$ cat src/logic/timer_pkg.sv
// Purpose: shared constants and types of the 8-bit overflow timer
// Assumes: APB with 32-bit data, one aligned word per register
// Notes: offsets are byte addresses
package timer_pkg;

  // ----------------------------------------------------------------
  // register map
  // ----------------------------------------------------------------
  localparam int ADDR_W = 8;
  localparam logic [ADDR_W-1:0] OFS_CONTROL = 8'h00;
  localparam logic [ADDR_W-1:0] OFS_COUNT = 8'h04;
  localparam logic [ADDR_W-1:0] OFS_MASK = 8'h08;
  localparam logic [ADDR_W-1:0] OFS_FLAGS = 8'h0C;

  // ----------------------------------------------------------------
  // field positions and reset values
  // ----------------------------------------------------------------
  localparam int CS_LSB = 0;
  localparam int CS_W = 3;
  localparam int GIE_BIT = 7;
  localparam int OVF_BIT = 0;
  localparam logic [7:0] COUNT_RST = 8'h00;
  localparam logic [7:0] COUNT_MAX = 8'hFF;
  localparam logic [7:0] COUNT_ONE = 8'h01;

  // ----------------------------------------------------------------
  // prescaler taps, as the number of low bits that must all be one
  // ----------------------------------------------------------------
  localparam int PRE_W = 10;
  localparam int TAP_8 = 3;
  localparam int TAP_64 = 6;
  localparam int TAP_256 = 8;
  localparam int TAP_1024 = 10;

  // ----------------------------------------------------------------
  // types
  // ----------------------------------------------------------------
  typedef enum logic [2:0] {
    CS_STOP = 3'h0,
    CS_DIV1 = 3'h1,
    CS_DIV8 = 3'h2,
    CS_DIV64 = 3'h3,
    CS_DIV256 = 3'h4,
    CS_DIV1024 = 3'h5,
    CS_EXT_FALL = 3'h6,
    CS_EXT_RISE = 3'h7
  } clock_select_t;

  typedef enum logic [0:0] {
    ST_WAIT = 1'b0,
    ST_ANSWER = 1'b1
  } bus_state_t;

  typedef enum logic [2:0] {
    SEL_CONTROL = 3'h0,
    SEL_COUNT = 3'h1,
    SEL_MASK = 3'h2,
    SEL_FLAGS = 3'h3,
    SEL_NONE = 3'h4
  } reg_sel_t;

  typedef struct packed {
    logic sel;
    logic enable;
    logic write;
    logic [ADDR_W-1:0] addr;
    logic [31:0] wdata;
  } apb_req_t;

endpackage : timer_pkg

$ cat src/logic/overflow_timer.sv
// Purpose: 8-bit up-counter with selectable tick, overflow flag and interrupt
// Assumes: one clock SYS_CLK at 100 MHz, synchronous active-high RST
// Notes: registers reached over APB; every top output comes from a flop
//
// Added by the designer: the register offsets and the APB register port.
`timescale 1ns/1ps

// Notes on behaviour
// [RL1] count is 8 bits, plus one per tick
// [RL2] all flops on one clock, tick is enable
// [RL3] select zero means no tick, count holds
// [RL4] selects 1..5 give 1, 8, 64, 256, 1024
// [RL5] select 6 falling, 7 rising pin edges
// [RL6] pin edges count even when pin drives
// [RL7] count readable and writable at any time
// [RL8] software write beats a coincident tick
// [RL9] count only upward, FF wraps to 00
// [RL10] flag set in the wrapping tick cycle
// [RL11] counting only sets flag, entry clears it
// [RL12] irq when flag, enable and global set
// [RL13] flags shared register, each bit masked
// [RL14] write one clears flag, zero keeps it
// [RL15] pin sampled, edge detected, 2.5-3.5 delay; here 2 to 3 cycles from pin change to count
// [RL16] external clock half period over one cycle
// [RL17] reset clears count, select, flag, enable
// [RL18] overflow beats a coincident clear
module overflow_timer #(
  parameter int PRESCALE_W = timer_pkg::PRE_W
) (
  input wire logic SYS_CLK,
  input wire logic RST,
  input wire logic PSEL,
  input wire logic PENABLE,
  input wire logic PWRITE,
  input wire logic [timer_pkg::ADDR_W-1:0] PADDR,
  input wire logic [31:0] PWDATA,
  output logic PREADY,
  output logic [31:0] PRDATA,
  output logic PSLVERR,
  input wire logic EXT_COUNT_PIN,
  input wire logic IRQ_ACK,
  output logic IRQ
);

  // ----------------------------------------------------------------
  // functions
  // ----------------------------------------------------------------

  // address to register selector, used by read and write paths
  function automatic timer_pkg::reg_sel_t decode(
    input logic [timer_pkg::ADDR_W-1:0] addr
  );
    timer_pkg::reg_sel_t sel;
    case (addr)
      timer_pkg::OFS_CONTROL: sel = timer_pkg::SEL_CONTROL;
      timer_pkg::OFS_COUNT: sel = timer_pkg::SEL_COUNT;
      timer_pkg::OFS_MASK: sel = timer_pkg::SEL_MASK;
      timer_pkg::OFS_FLAGS: sel = timer_pkg::SEL_FLAGS;
      default: sel = timer_pkg::SEL_NONE;
    endcase
    return sel;
  endfunction : decode

  // true when the low n bits of the prescaler are all one
  function automatic logic tap_hit(
    input logic [PRESCALE_W-1:0] pre,
    input int n
  );
    logic hit;
    hit = 1'b1;
    for (int i = 0; i < PRESCALE_W; i++) begin
      if (i < n && !pre[i]) begin
        hit = 1'b0;
      end
    end
    return hit;
  endfunction : tap_hit

  // ----------------------------------------------------------------
  // state
  // ----------------------------------------------------------------
  timer_pkg::apb_req_t req;
  timer_pkg::bus_state_t bus_state;
  timer_pkg::reg_sel_t sel;
  timer_pkg::clock_select_t clock_select;
  logic global_irq_enable;
  logic overflow_irq_enable;
  logic overflow_flag;
  logic [7:0] count_value;
  logic [PRESCALE_W-1:0] prescaler;
  logic pin_meta;
  logic pin_sync;
  logic pin_prev;
  logic timer_tick;
  logic commit;
  logic wr_commit;
  logic rd_commit;
  logic flag_clear;
  logic flag_set;
  logic read_flag_seen;
  logic [7:0] next_count;

  // ----------------------------------------------------------------
  // bus slave
  // ----------------------------------------------------------------

  // bundle the request for the decode and commit logic
  assign req = '{sel: PSEL, enable: PENABLE, write: PWRITE,
                 addr: PADDR, wdata: PWDATA};
  assign sel = decode(req.addr);

  // transfer completes at the edge that samples PREADY high
  assign commit = req.sel && req.enable && PREADY;
  assign wr_commit = commit && req.write;
  assign rd_commit = commit && !req.write;

  // one wait state: answer raised in the second access cycle
  always_ff @(posedge SYS_CLK) begin
    if (RST) begin
      bus_state <= timer_pkg::ST_WAIT;
    end else begin
      case (bus_state)
        timer_pkg::ST_WAIT: begin
          if (req.sel && req.enable) begin
            bus_state <= timer_pkg::ST_ANSWER;
          end
        end
        timer_pkg::ST_ANSWER: bus_state <= timer_pkg::ST_WAIT;
        default: bus_state <= timer_pkg::ST_WAIT;
      endcase
    end
  end

  // ready and error flops are set at the same edge as the state change
  always_ff @(posedge SYS_CLK) begin
    if (RST) begin
      PREADY <= 1'b0;
      PSLVERR <= 1'b0;
    end else begin
      PREADY <= (bus_state == timer_pkg::ST_WAIT) && req.sel && req.enable;
      PSLVERR <= (bus_state == timer_pkg::ST_WAIT) && req.sel && req.enable
                 && (sel == timer_pkg::SEL_NONE);
    end
  end

  // read data captured with the answer, held until the next answer
  always_ff @(posedge SYS_CLK) begin
    if (RST) begin
      PRDATA <= 32'h0000_0000;
    end else if (bus_state == timer_pkg::ST_WAIT && req.sel && req.enable) begin
      PRDATA <= 32'h0000_0000;
      if (!req.write) begin
        case (sel)
          timer_pkg::SEL_CONTROL: begin
            PRDATA[timer_pkg::CS_LSB +: timer_pkg::CS_W] <= clock_select;
            PRDATA[timer_pkg::GIE_BIT] <= global_irq_enable;
          end
          timer_pkg::SEL_COUNT: PRDATA[7:0] <= count_value; // RL7
          timer_pkg::SEL_MASK: PRDATA[timer_pkg::OVF_BIT] <= overflow_irq_enable;
          timer_pkg::SEL_FLAGS: PRDATA[timer_pkg::OVF_BIT] <= overflow_flag; // RL13
          default: PRDATA <= 32'h0000_0000;
        endcase
      end
    end
  end

  // a read clears only the flag value that it actually returned
  assign read_flag_seen = rd_commit && (sel == timer_pkg::SEL_FLAGS)
                          && PRDATA[timer_pkg::OVF_BIT];

  // ----------------------------------------------------------------
  // control and mask registers
  // ----------------------------------------------------------------

  // clock select and global enable, written at commit
  always_ff @(posedge SYS_CLK) begin
    if (RST) begin
      clock_select <= timer_pkg::CS_STOP; // RL17
      global_irq_enable <= 1'b0;
    end else if (wr_commit && sel == timer_pkg::SEL_CONTROL) begin
      clock_select <= timer_pkg::clock_select_t'(
        req.wdata[timer_pkg::CS_LSB +: timer_pkg::CS_W]);
      global_irq_enable <= req.wdata[timer_pkg::GIE_BIT];
    end
  end

  // overflow interrupt enable in the mask register
  always_ff @(posedge SYS_CLK) begin
    if (RST) begin
      overflow_irq_enable <= 1'b0; // RL17
    end else if (wr_commit && sel == timer_pkg::SEL_MASK) begin
      overflow_irq_enable <= req.wdata[timer_pkg::OVF_BIT]; // RL13
    end
  end

  // ----------------------------------------------------------------
  // tick sources
  // ----------------------------------------------------------------

  // free-running shared prescaler, untouched by the clock select
  always_ff @(posedge SYS_CLK) begin
    if (RST) begin
      prescaler <= '0;
    end else begin
      prescaler <= prescaler + PRESCALE_W'(1);
    end
  end

  // pin passes two flops, then a third for edge detection
  always_ff @(posedge SYS_CLK) begin
    if (RST) begin
      pin_meta <= 1'b0;
      pin_sync <= 1'b0;
      pin_prev <= 1'b0;
    end else begin
      pin_meta <= EXT_COUNT_PIN; // RL15
      pin_sync <= pin_meta;
      pin_prev <= pin_sync; // RL6
    end
  end

  // tick selection, a one-cycle enable in the clock domain
  always_comb begin
    case (clock_select)
      timer_pkg::CS_STOP: timer_tick = 1'b0; // RL3
      timer_pkg::CS_DIV1: timer_tick = 1'b1; // RL4
      timer_pkg::CS_DIV8: timer_tick = tap_hit(prescaler, timer_pkg::TAP_8);
      timer_pkg::CS_DIV64: timer_tick = tap_hit(prescaler, timer_pkg::TAP_64);
      timer_pkg::CS_DIV256: timer_tick = tap_hit(prescaler, timer_pkg::TAP_256);
      timer_pkg::CS_DIV1024: timer_tick = tap_hit(prescaler, timer_pkg::TAP_1024);
      timer_pkg::CS_EXT_FALL: timer_tick = pin_prev && !pin_sync; // RL5
      timer_pkg::CS_EXT_RISE: timer_tick = !pin_prev && pin_sync; // RL5
      default: timer_tick = 1'b0;
    endcase
  end

  // ----------------------------------------------------------------
  // counter
  // ----------------------------------------------------------------

  // software write first, then the increment, else hold
  always_comb begin
    if (wr_commit && sel == timer_pkg::SEL_COUNT) begin
      next_count = req.wdata[7:0]; // RL8
    end else if (timer_tick) begin
      next_count = count_value + timer_pkg::COUNT_ONE; // RL9
    end else begin
      next_count = count_value;
    end
  end

  // count register, enabled only by the tick or a write
  always_ff @(posedge SYS_CLK) begin
    if (RST) begin
      count_value <= timer_pkg::COUNT_RST; // RL17
    end else begin
      count_value <= next_count; // RL1 RL2
    end
  end

  // ----------------------------------------------------------------
  // overflow flag and interrupt
  // ----------------------------------------------------------------

  // overflow is a tick at MAX not overridden by a count write
  assign flag_set = timer_tick && (count_value == timer_pkg::COUNT_MAX)
                    && !(wr_commit && sel == timer_pkg::SEL_COUNT); // RL10

  // write one, interrupt entry or a read of a set flag clears it
  assign flag_clear = (wr_commit && sel == timer_pkg::SEL_FLAGS
                       && req.wdata[timer_pkg::OVF_BIT]) // RL14
                      || IRQ_ACK // RL11
                      || read_flag_seen;

  // set wins over any clear in the same cycle
  always_ff @(posedge SYS_CLK) begin
    if (RST) begin
      overflow_flag <= 1'b0; // RL17
    end else if (flag_set) begin
      overflow_flag <= 1'b1; // RL18
    end else if (flag_clear) begin
      overflow_flag <= 1'b0;
    end
  end

  // level interrupt, registered one cycle after the flag
  always_ff @(posedge SYS_CLK) begin
    if (RST) begin
      IRQ <= 1'b0;
    end else begin
      IRQ <= overflow_flag && overflow_irq_enable && global_irq_enable; // RL12
    end
  end

endmodule : overflow_timer

$ cat config.mk
export PLATFORM = sky130hd
export DESIGN_NAME = overflow_timer
export DESIGN_NICKNAME = d
export VERILOG_FILES = /design/src/logic/timer_pkg.sv /design/src/logic/overflow_timer.sv
export SDC_FILE = /design/constraint.sdc
export NUM_CORES = 1
export LEC_CHECK = 0
export BUFFER_PORTS_ARGS = -buffer_cell sky130_fd_sc_hd__buf_2
export CAP_MARGIN = 20
export CORE_MARGIN = 5
export CORE_UTILIZATION = 40
export DETAILED_ROUTE_END_ITERATION = 10
export HOLD_SLACK_MARGIN = 0.1
export PLACE_DENSITY = 0.69
export SLEW_MARGIN = 0
export SYNTH_ARGS = -nofsm -noshare
export SYNTH_HDL_FRONTEND = slang
export SYNTH_SLANG_ARGS = --single-unit
$ cat constraint.sdc
create_clock -name SYS_CLK -period 2.8 [get_ports SYS_CLK]
set_input_delay 0.14 -clock SYS_CLK [delete_from_list [all_inputs] [get_ports SYS_CLK]]
set_output_delay 0.14 -clock SYS_CLK [all_outputs]
set_load 0.01 [all_outputs]
==> run_results.csv, run 1 <==
group,metric,value,unit
drt,drc,0,
final_layout,seq_area,781,µm²
drt,dr_wl_met2,1930,µm
cts,ctsHtreeMaxLevel,2,
sta,worstMarginPinSlew,0.780,ns
floorplan,initial_utilization,0.412,
critical_path,slowest_delay,0.40,ns
sta,timing.fmax,467,MHz
floorplan,rows,25,
pwr,ir_drop,287,µV
synthesis,avgSynthCellArea,8.94,µm²
drt,maxUsedRoutingLayer,"met4",
run,maxCapViolations,0,
final_layout,stdcell_count,326,
synthesis,synthesis.area,1950,µm²
cts,root_buffer,"clkbuf_8",
global_routing,grt_pass1_vias,1531,
critical_path,crit_start,"prescaler[0]$_SDFF_PP0_",
sta,period_minus_slack,2.14,ns
placement,place_inst,313,
final_layout,layout_common_cells,"dfxtp_1, buf_2, nor2_1",
critical_path,start_kind,"register",
floorplan,core_area,4720,µm²
pwr,p_per_area,449,nW/µm²
synthesis,yosysSeqAreaShare,0.401,
critical_path,crit_fanout,8,
critical_path,setup.worst_path.class,"reg2reg",
final_layout,diodes,0,
synthesis,syn_inst,218,
synthesis,ys_warn_count,0,
global_routing,grt_usage,0.138,
sta,timing.slew.headroom,0.473,
sta,finalSetupViolCount,0,
pwr,leakagePower,0.968,nW
cts,cts_tree,"yes",
floorplan,chipWidth,79.8,µm
drt,drt_first_pass_iters,4,
placement,dp_hpwl,3000,µm
cts,clock_latency,0.29,ns
cts,numCtsBuffers,5,
critical_path,cp_cell_sequence,"ha_1, ha_1, nand4b_1, o21a_1, a211o_4, or4_1, a311oi_1",
final_layout,synthToLayoutAreaGrowth,14.5,%
drt,via_per_inst,4.90,
status,outcome,"complete, no violations",
sta,timing.final.crit_share,0.766,
placement,place_area,2100,µm²
final_layout,multi_input_area,1030,µm²
synthesis,async_reset_ff_frac,0,
cts,hold_buffers,5,
critical_path,critPathSlowestCell,"or4_1",
drt,routedWlPerCell,12.5,µm
drt,drtIter0Drc,46,
min_path,hp-class,"in2reg",
sta,rsz0062_at_grt,"false",
cts,cts_max_path_buffers,2,
cts,clk_pin_slew,0.07,ns
global_routing,grt_pass1_wl,7040,µm
drt,vias,1598,
synthesis,synth_edf_count,0,
final_layout,final_cell_area,2230,µm²
floorplan,ioPinCount,82,
global_routing,antenna_found_initial,0,
sta,fin_tns_setup,0,ns
critical_path,crit_path_end_kind,"register",
placement,io_buffers,33,
final_layout,nFillCells,465,
final_layout,mostFrequentLayoutCell,"dfxtp_1",
final_layout,num-nets-final,308,
critical_path,critPathRequiredTime,3.00,ns
synthesis,ys_ff_latch,39,
critical_path,cp_common_cell,"ha_1",
cts,cts_sinks,39,
placement,place_congestion,0.793,
floorplan,dieHeight,79.8,µm
critical_path,r2r_cells,7,
cts,cts_resized,0,
sta,hold_viol,0,
global_routing,grt_max_degree,37,
sta,fin_skew,0.00579,ns
critical_path,crit_arrival,2.35,ns
global_routing,grt_remaining_overflow,0,
drt,met1_length,1860,µm
drt,drt-total-wl,4080,µm
cts,post_cts_buffers,0,
floorplan,dieArea,6370,µm²
final_layout,drive_gt1_frac,0.193,
critical_path,r2r-end,"count_value[3]$_SDFFE_PP0P_",
synthesis,ys.flop_type,"dfxtp_1",
synthesis,ys_types,45,
drt,wl_met3,258,µm
critical_path,cp-endpoint,"count_value[3]$_SDFFE_PP0P_",
critical_path,r2r_start,"prescaler[0]$_SDFF_PP0_",
sta,maxSlewViolCount,0,
drt,antenna_left,0,
critical_path,ff2ff_setup_slack,0.66,ns
through the flow:
stage,hold WS [ns],worst slack [ns],power [W],util
after CTS,0.107,0.634,0.00101,0.472
after floorplan,0.257,0.792,0.000642,-
final,0.108,0.657,0.00100,0.472
after global placement,0.353,0.677,0.000644,0.444
after global routing,0.132,0.533,0.00105,0.472
after detailed placement,0.357,0.637,0.000644,0.444
power breakdown:
group / internal (W) / switching [W] / total (W)
clock: 0.000175 / 0.000189 / 0.000364
combinational: 0.0000266 / 0.0000455 / 0.0000721
sequential: 0.000562 / 0.00000377 / 0.000565
total: 0.000763 / 0.000239 / 0.00100
routing by layer:
layer	global-route usage	up-vias
met1	0.175	741
met4	0.0405	0
met2	0.227	44
met5	0	-
li1	-	811
met3	0.0384	2
area by class of cell:
class,instances,share of cell area
multi-input cells,167,0.462
well taps,67,0.0376
flip-flops and latches,39,0.350
clock inverters,1,0.00224
inverters,4,0.00673
clock buffers,7,0.0342
repair buffers,41,0.107
synthesized netlist by cell type (2+ instances only):
cell / number / area, µm²
a211oi_1: 4 / 30.0
a21oi_1: 3 / 15.0
a22oi_1: 4 / 30.0
a32oi_1: 6 / 52.6
and3_1: 2 / 12.5
buf_1: 2 / 7.51
buf_4: 24 / 180
clkbuf_1: 4 / 15.0
dfxtp_1: 39 / 781
ha_1: 3 / 37.5
inv_1: 4 / 15.0
mux2_2: 6 / 67.6
mux2i_1: 6 / 60.1
nand2_1: 14 / 52.6
nand2b_1: 2 / 12.5
nand3_1: 8 / 40.0
nand3b_1: 4 / 30.0
nand4_1: 5 / 31.3
nor2_1: 32 / 120
nor2b_1: 6 / 37.5
nor3_1: 3 / 15.0
nor3b_1: 2 / 15.0
o21ai_0: 3 / 15.0
o311ai_0: 2 / 17.5
o31ai_1: 2 / 15.0
or3_1: 2 / 12.5
or4_1: 3 / 22.5
xnor2_1: 2 / 17.5
xor2_1: 5 / 43.8
how the worst min path moves through the flow:
stage	start	to	cells after the start	slack [ns]
6_report	PWDATA[1]	clock_select[1]$_SDFFE_PP0P_	3	0.11
5_1_grt	PWDATA[1]	clock_select[1]$_SDFFE_PP0P_	3	0.13
4_1_cts	PWDATA[1]	clock_select[1]$_SDFFE_PP0P_	3	0.11
3_5_place_dp	PWDATA[4]	count_value[4]$_SDFFE_PP0P_	3	0.36
3_3_place_gp	PWDATA[4]	count_value[4]$_SDFFE_PP0P_	3	0.35
2_1_floorplan	PWDATA[4]	count_value[4]$_SDFFE_PP0P_	2	0.26
logic make-up (layout without fill, tap and decap cells):
family | after synthesis | count (layout) | synth area share
flip-flops | 39 | 39 | 0.401
buffers and inverters | 35 | 53 | 0.114
XOR/XNOR | 7 | 7 | 0.0315
AO/OA/AOI/OAI | 30 | 30 | 0.120
adder cells (fa/ha/maj) | 3 | 3 | 0.0193
multiplexers | 13 | 13 | 0.0771
AND/OR/NAND/NOR | 90 | 90 | 0.235
other | 1 | 24 | 0.00192
state kept, by name, summed over array words and instances (netlist names), 3 cells and up:
signal,cells
PRDATA,8
prescaler,10
count_value,8
clock_select,3
critical path: cells and delay by family (launching register included):
family / cells / cell delay (ns)
AO/OA/AOI/OAI: 3 / 0.85
AND/OR/NAND/NOR: 2 / 0.50
flip-flops: 1 / 0.35
adder cells (fa/ha/maj): 2 / 0.35
(Power assumes the default switching activity.)
==> run 2: changes to the inputs <==
--- a/config.mk
+++ b/config.mk
@@ -5,13 +5,14 @@
 export SDC_FILE = /design/constraint.sdc
 export NUM_CORES = 1
 export LEC_CHECK = 0
+export ABC_AREA = 1
 export BUFFER_PORTS_ARGS = -buffer_cell sky130_fd_sc_hd__buf_2
 export CAP_MARGIN = 20
 export CORE_MARGIN = 5
 export CORE_UTILIZATION = 40
 export DETAILED_ROUTE_END_ITERATION = 10
 export HOLD_SLACK_MARGIN = 0.1
-export PLACE_DENSITY = 0.69
+export PLACE_DENSITY = 0.7
 export SLEW_MARGIN = 0
 export SYNTH_ARGS = -nofsm -noshare
 export SYNTH_HDL_FRONTEND = slang
==> constraint.sdc (replaced) <==
create_clock -name SYS_CLK -period 1.9 [get_ports SYS_CLK]
set_input_delay 0.095 -clock SYS_CLK [delete_from_list [all_inputs] [get_ports SYS_CLK]]
set_output_delay 0.095 -clock SYS_CLK [all_outputs]
set_load 0.01 [all_outputs]
==> run_results.csv, run 2 <==
group,metric,value,unit
sta,fin_ws,0.308,ns
floorplan,chipWidth,84.5,µm
pwr,combPwrFrac,0.076,
final_layout,largest-register,"prescaler",
floorplan,dieArea,7140,µm²
global_routing,grt_pass1_wl,8010,µm
placement,place_congestion,0.837,
critical_path,crit_arrival,1.78,ns
synthesis,ys_types,31,
global_routing,grt-busiest-layer,"met2",
critical_path,critPathRequiredTime,2.09,ns
floorplan,dieHeight,84.5,µm
drt,antenna_left,0,
critical_path,start_kind,"register",
synthesis,avgSynthCellArea,6.83,µm²
global_routing,use_met2,0.224,
final_layout,drive_gt1_frac,0.182,
final_layout,num-nets-final,412,
drt,drt-total-wl,4720,µm
placement,io_buffers,33,
critical_path,crit_fanout,6,
global_routing,use_met3,0.0471,
pwr,pwr-share-seq,0.529,
synthesis,ys_ff_latch,39,
final_layout,diodes,0,
cts,numCtsBuffers,5,
synthesis,synth_top_area_frac,0.352,
cts,clk_pin_slew,0.08,ns
sta,period_minus_slack,1.59,ns
placement,dp_hpwl,3560,µm
synthesis,synthesis.area,2220,µm²
min_path,hp-class,"in2reg",
synthesis,synth_common_cells,"nand2_1, dfxtp_1, nor2_1",
synthesis,yosysSeqAreaShare,0.352,
drt,drt_first_pass_iters,4,
sta,timing.fmax,628,MHz
final_layout,synthToLayoutAreaGrowth,11.8,%
global_routing,grt_max_degree,24,
cts,cts_tree,"yes",
global_routing,grt_usage,0.136,
sta,fin_skew,0.00511,ns
sta,finalSetupViolCount,0,
synthesis,async_reset_ff_frac,0,
pwr,p_per_area,634,nW/µm²
drt,via_per_inst,4.60,
sta,maxSlewViolCount,0,
synthesis,synth_most_common_cell,"nand2_1",
cts,cts_max_path_buffers,2,
pwr,ir_drop,428,µV
drt,routedWlPerCell,10.9,µm
cts,clock_latency,0.29,ns
drt,vias,1999,
global_routing,use_met1,0.174,
sta,fin_tns_setup,0,ns
critical_path,setup.worst_path.class,"reg2reg",
pwr,switching_share,0.241,
cts,post_cts_buffers,0,
floorplan,ioPinCount,82,
drt,drc,0,
pwr,clkPwrFrac,0.395,
final_layout,reg_top3,"prescaler (10), PRDATA (8), count_value (8)",
pwr,p_sw,0.000379,W
critical_path,crit_path_end_kind,"register",
cts,root_buffer,"clkbuf_8",
floorplan,initial_utilization,0.408,
synthesis,ys_warn_count,0,
placement,place_ws,0.309,ns
final_layout,layout_common_cells,"nand2_1, dfxtp_1, nor2_1",
pwr,leakagePower,1.17,nW
pwr,p_int,0.00120,W
global_routing,grt_pass1_vias,1810,
final_layout,mostFrequentLayoutCell,"nand2_1",
status,outcome,"complete, no violations",
synthesis,ys.flop_type,"dfxtp_1",
sta,timing.final.crit_share,0.838,
drt,drtIter0Drc,138,
run,maxCapViolations,0,
synthesis,syn_inst,325,
cts,ctsHtreeMaxLevel,2,
sta,hold_viol,0,
synthesis,synthTopCellsByArea,"dfxtp_1, nand2_1, buf_4",
global_routing,grt_remaining_overflow,0,
synthesis,synth_edf_count,0,
final_layout,largest_reg_flops,10,
floorplan,rows,27,
floorplan,core_area,5440,µm²
sta,rsz0062_at_grt,"false",
cts,cts_sinks,39,
global_routing,antenna_found_initial,0,
synthesis,yosysTopAreaCell,"dfxtp_1",
run 2: cell count changes in the layout (fill, tap and decap cells not counted), moves of 7 or more:
cell | previous run | this run
nand3_1 | 8 | 35
inv_1 | 4 | 30
a21oi_1 | 3 | 18
nand2_1 | 14 | 79
nor2_1 | 32 | 39
nor2_2 | 0 | 7
run 2: timing repair:
action                                  in CTS  in global routing
resized for setup                            0                  0
hold buffers                                 2                  0
hold endpoints to repair                     2                  0
endpoints found under the setup margin       0                  0
run 2: power by group through the flow:
stage	Clock, W	Combinational, W	Sequential, W
2_1_floorplan	0	0.000105	0.000852
3_3_place_gp	0	0.000114	0.000851
3_5_place_dp	0	0.000116	0.000852
4_1_cts	0.000640	0.000119	0.000833
5_1_grt	0.000682	0.000137	0.000834
6_report	0.000621	0.000120	0.000833
run 2: final cells by class:
class                      count  area [µm²]
clock buffer                   7        96.3
clock inverter                 1        7.51
fill                         570        2960
inverter                      35         131
multi-input combinational    243        1170
sequential                    39         781
tap                           72        90.1
timing repair buffer          38         208
run 2: routing by layer:
layer	part of all wire	vias up
li1	-	1056
met1	0.46	891
met2	0.47	47
met3	0.064	5
met4	0.0076	0
met5	0	-
run 2: stage by stage:
stage	cells	hold WS, ns	utilization	total power, W	instance area, µm²
4_1_cts	435	0.105	0.456	0.00159	2480
3_3_place_gp	425	0.298	0.433	0.000965	2360
3_5_place_dp	425	0.301	0.433	0.000968	2360
5_1_grt	435	0.129	0.456	0.00165	2480
6_report	435	0.120	0.456	0.00157	2480
2_1_floorplan	348	0.164	-	0.000957	2300
run 2: worst paths after layout:
kind	from	endpoint	slack, ns	cells past startpoint
max	prescaler[0]$_SDFF_PP0_	count_value[5]$_SDFFE_PP0P_	0.31	11
min	PWDATA[7]	global_irq_enable$_SDFFE_PP0P_	0.12	3
min reg2reg	pin_meta$_SDFF_PP0_	pin_sync$_SDFF_PP0_	0.40	2
max reg2reg	prescaler[0]$_SDFF_PP0_	count_value[5]$_SDFFE_PP0P_	0.31	11
run 2: kinds of logic after synthesis:
family                     count (synthesis)  synth area share
xor gates and xnor gates                   4            0.0158
adders and majority gates                  3            0.0169
buffers and inverters                     66             0.161
DFF                                       39             0.352
AOI/OAI and AO/OA                         33            0.0801
and+or+nand+nor                          179             0.373
other                                      1           0.00169
run 2: worst max-delay path, stage by stage, from the launching register on:
cell and delay, ns:
dfxtp_1 0.36, ha_1 0.18, ha_1 0.17, inv_1 0.04, nor2_1 0.09, nand2_1 0.06, nand2_1 0.05, nand2_1 0.10
nor2_2 0.21, nor2_4 0.09, nor2_1 0.11, nor2_1 0.05
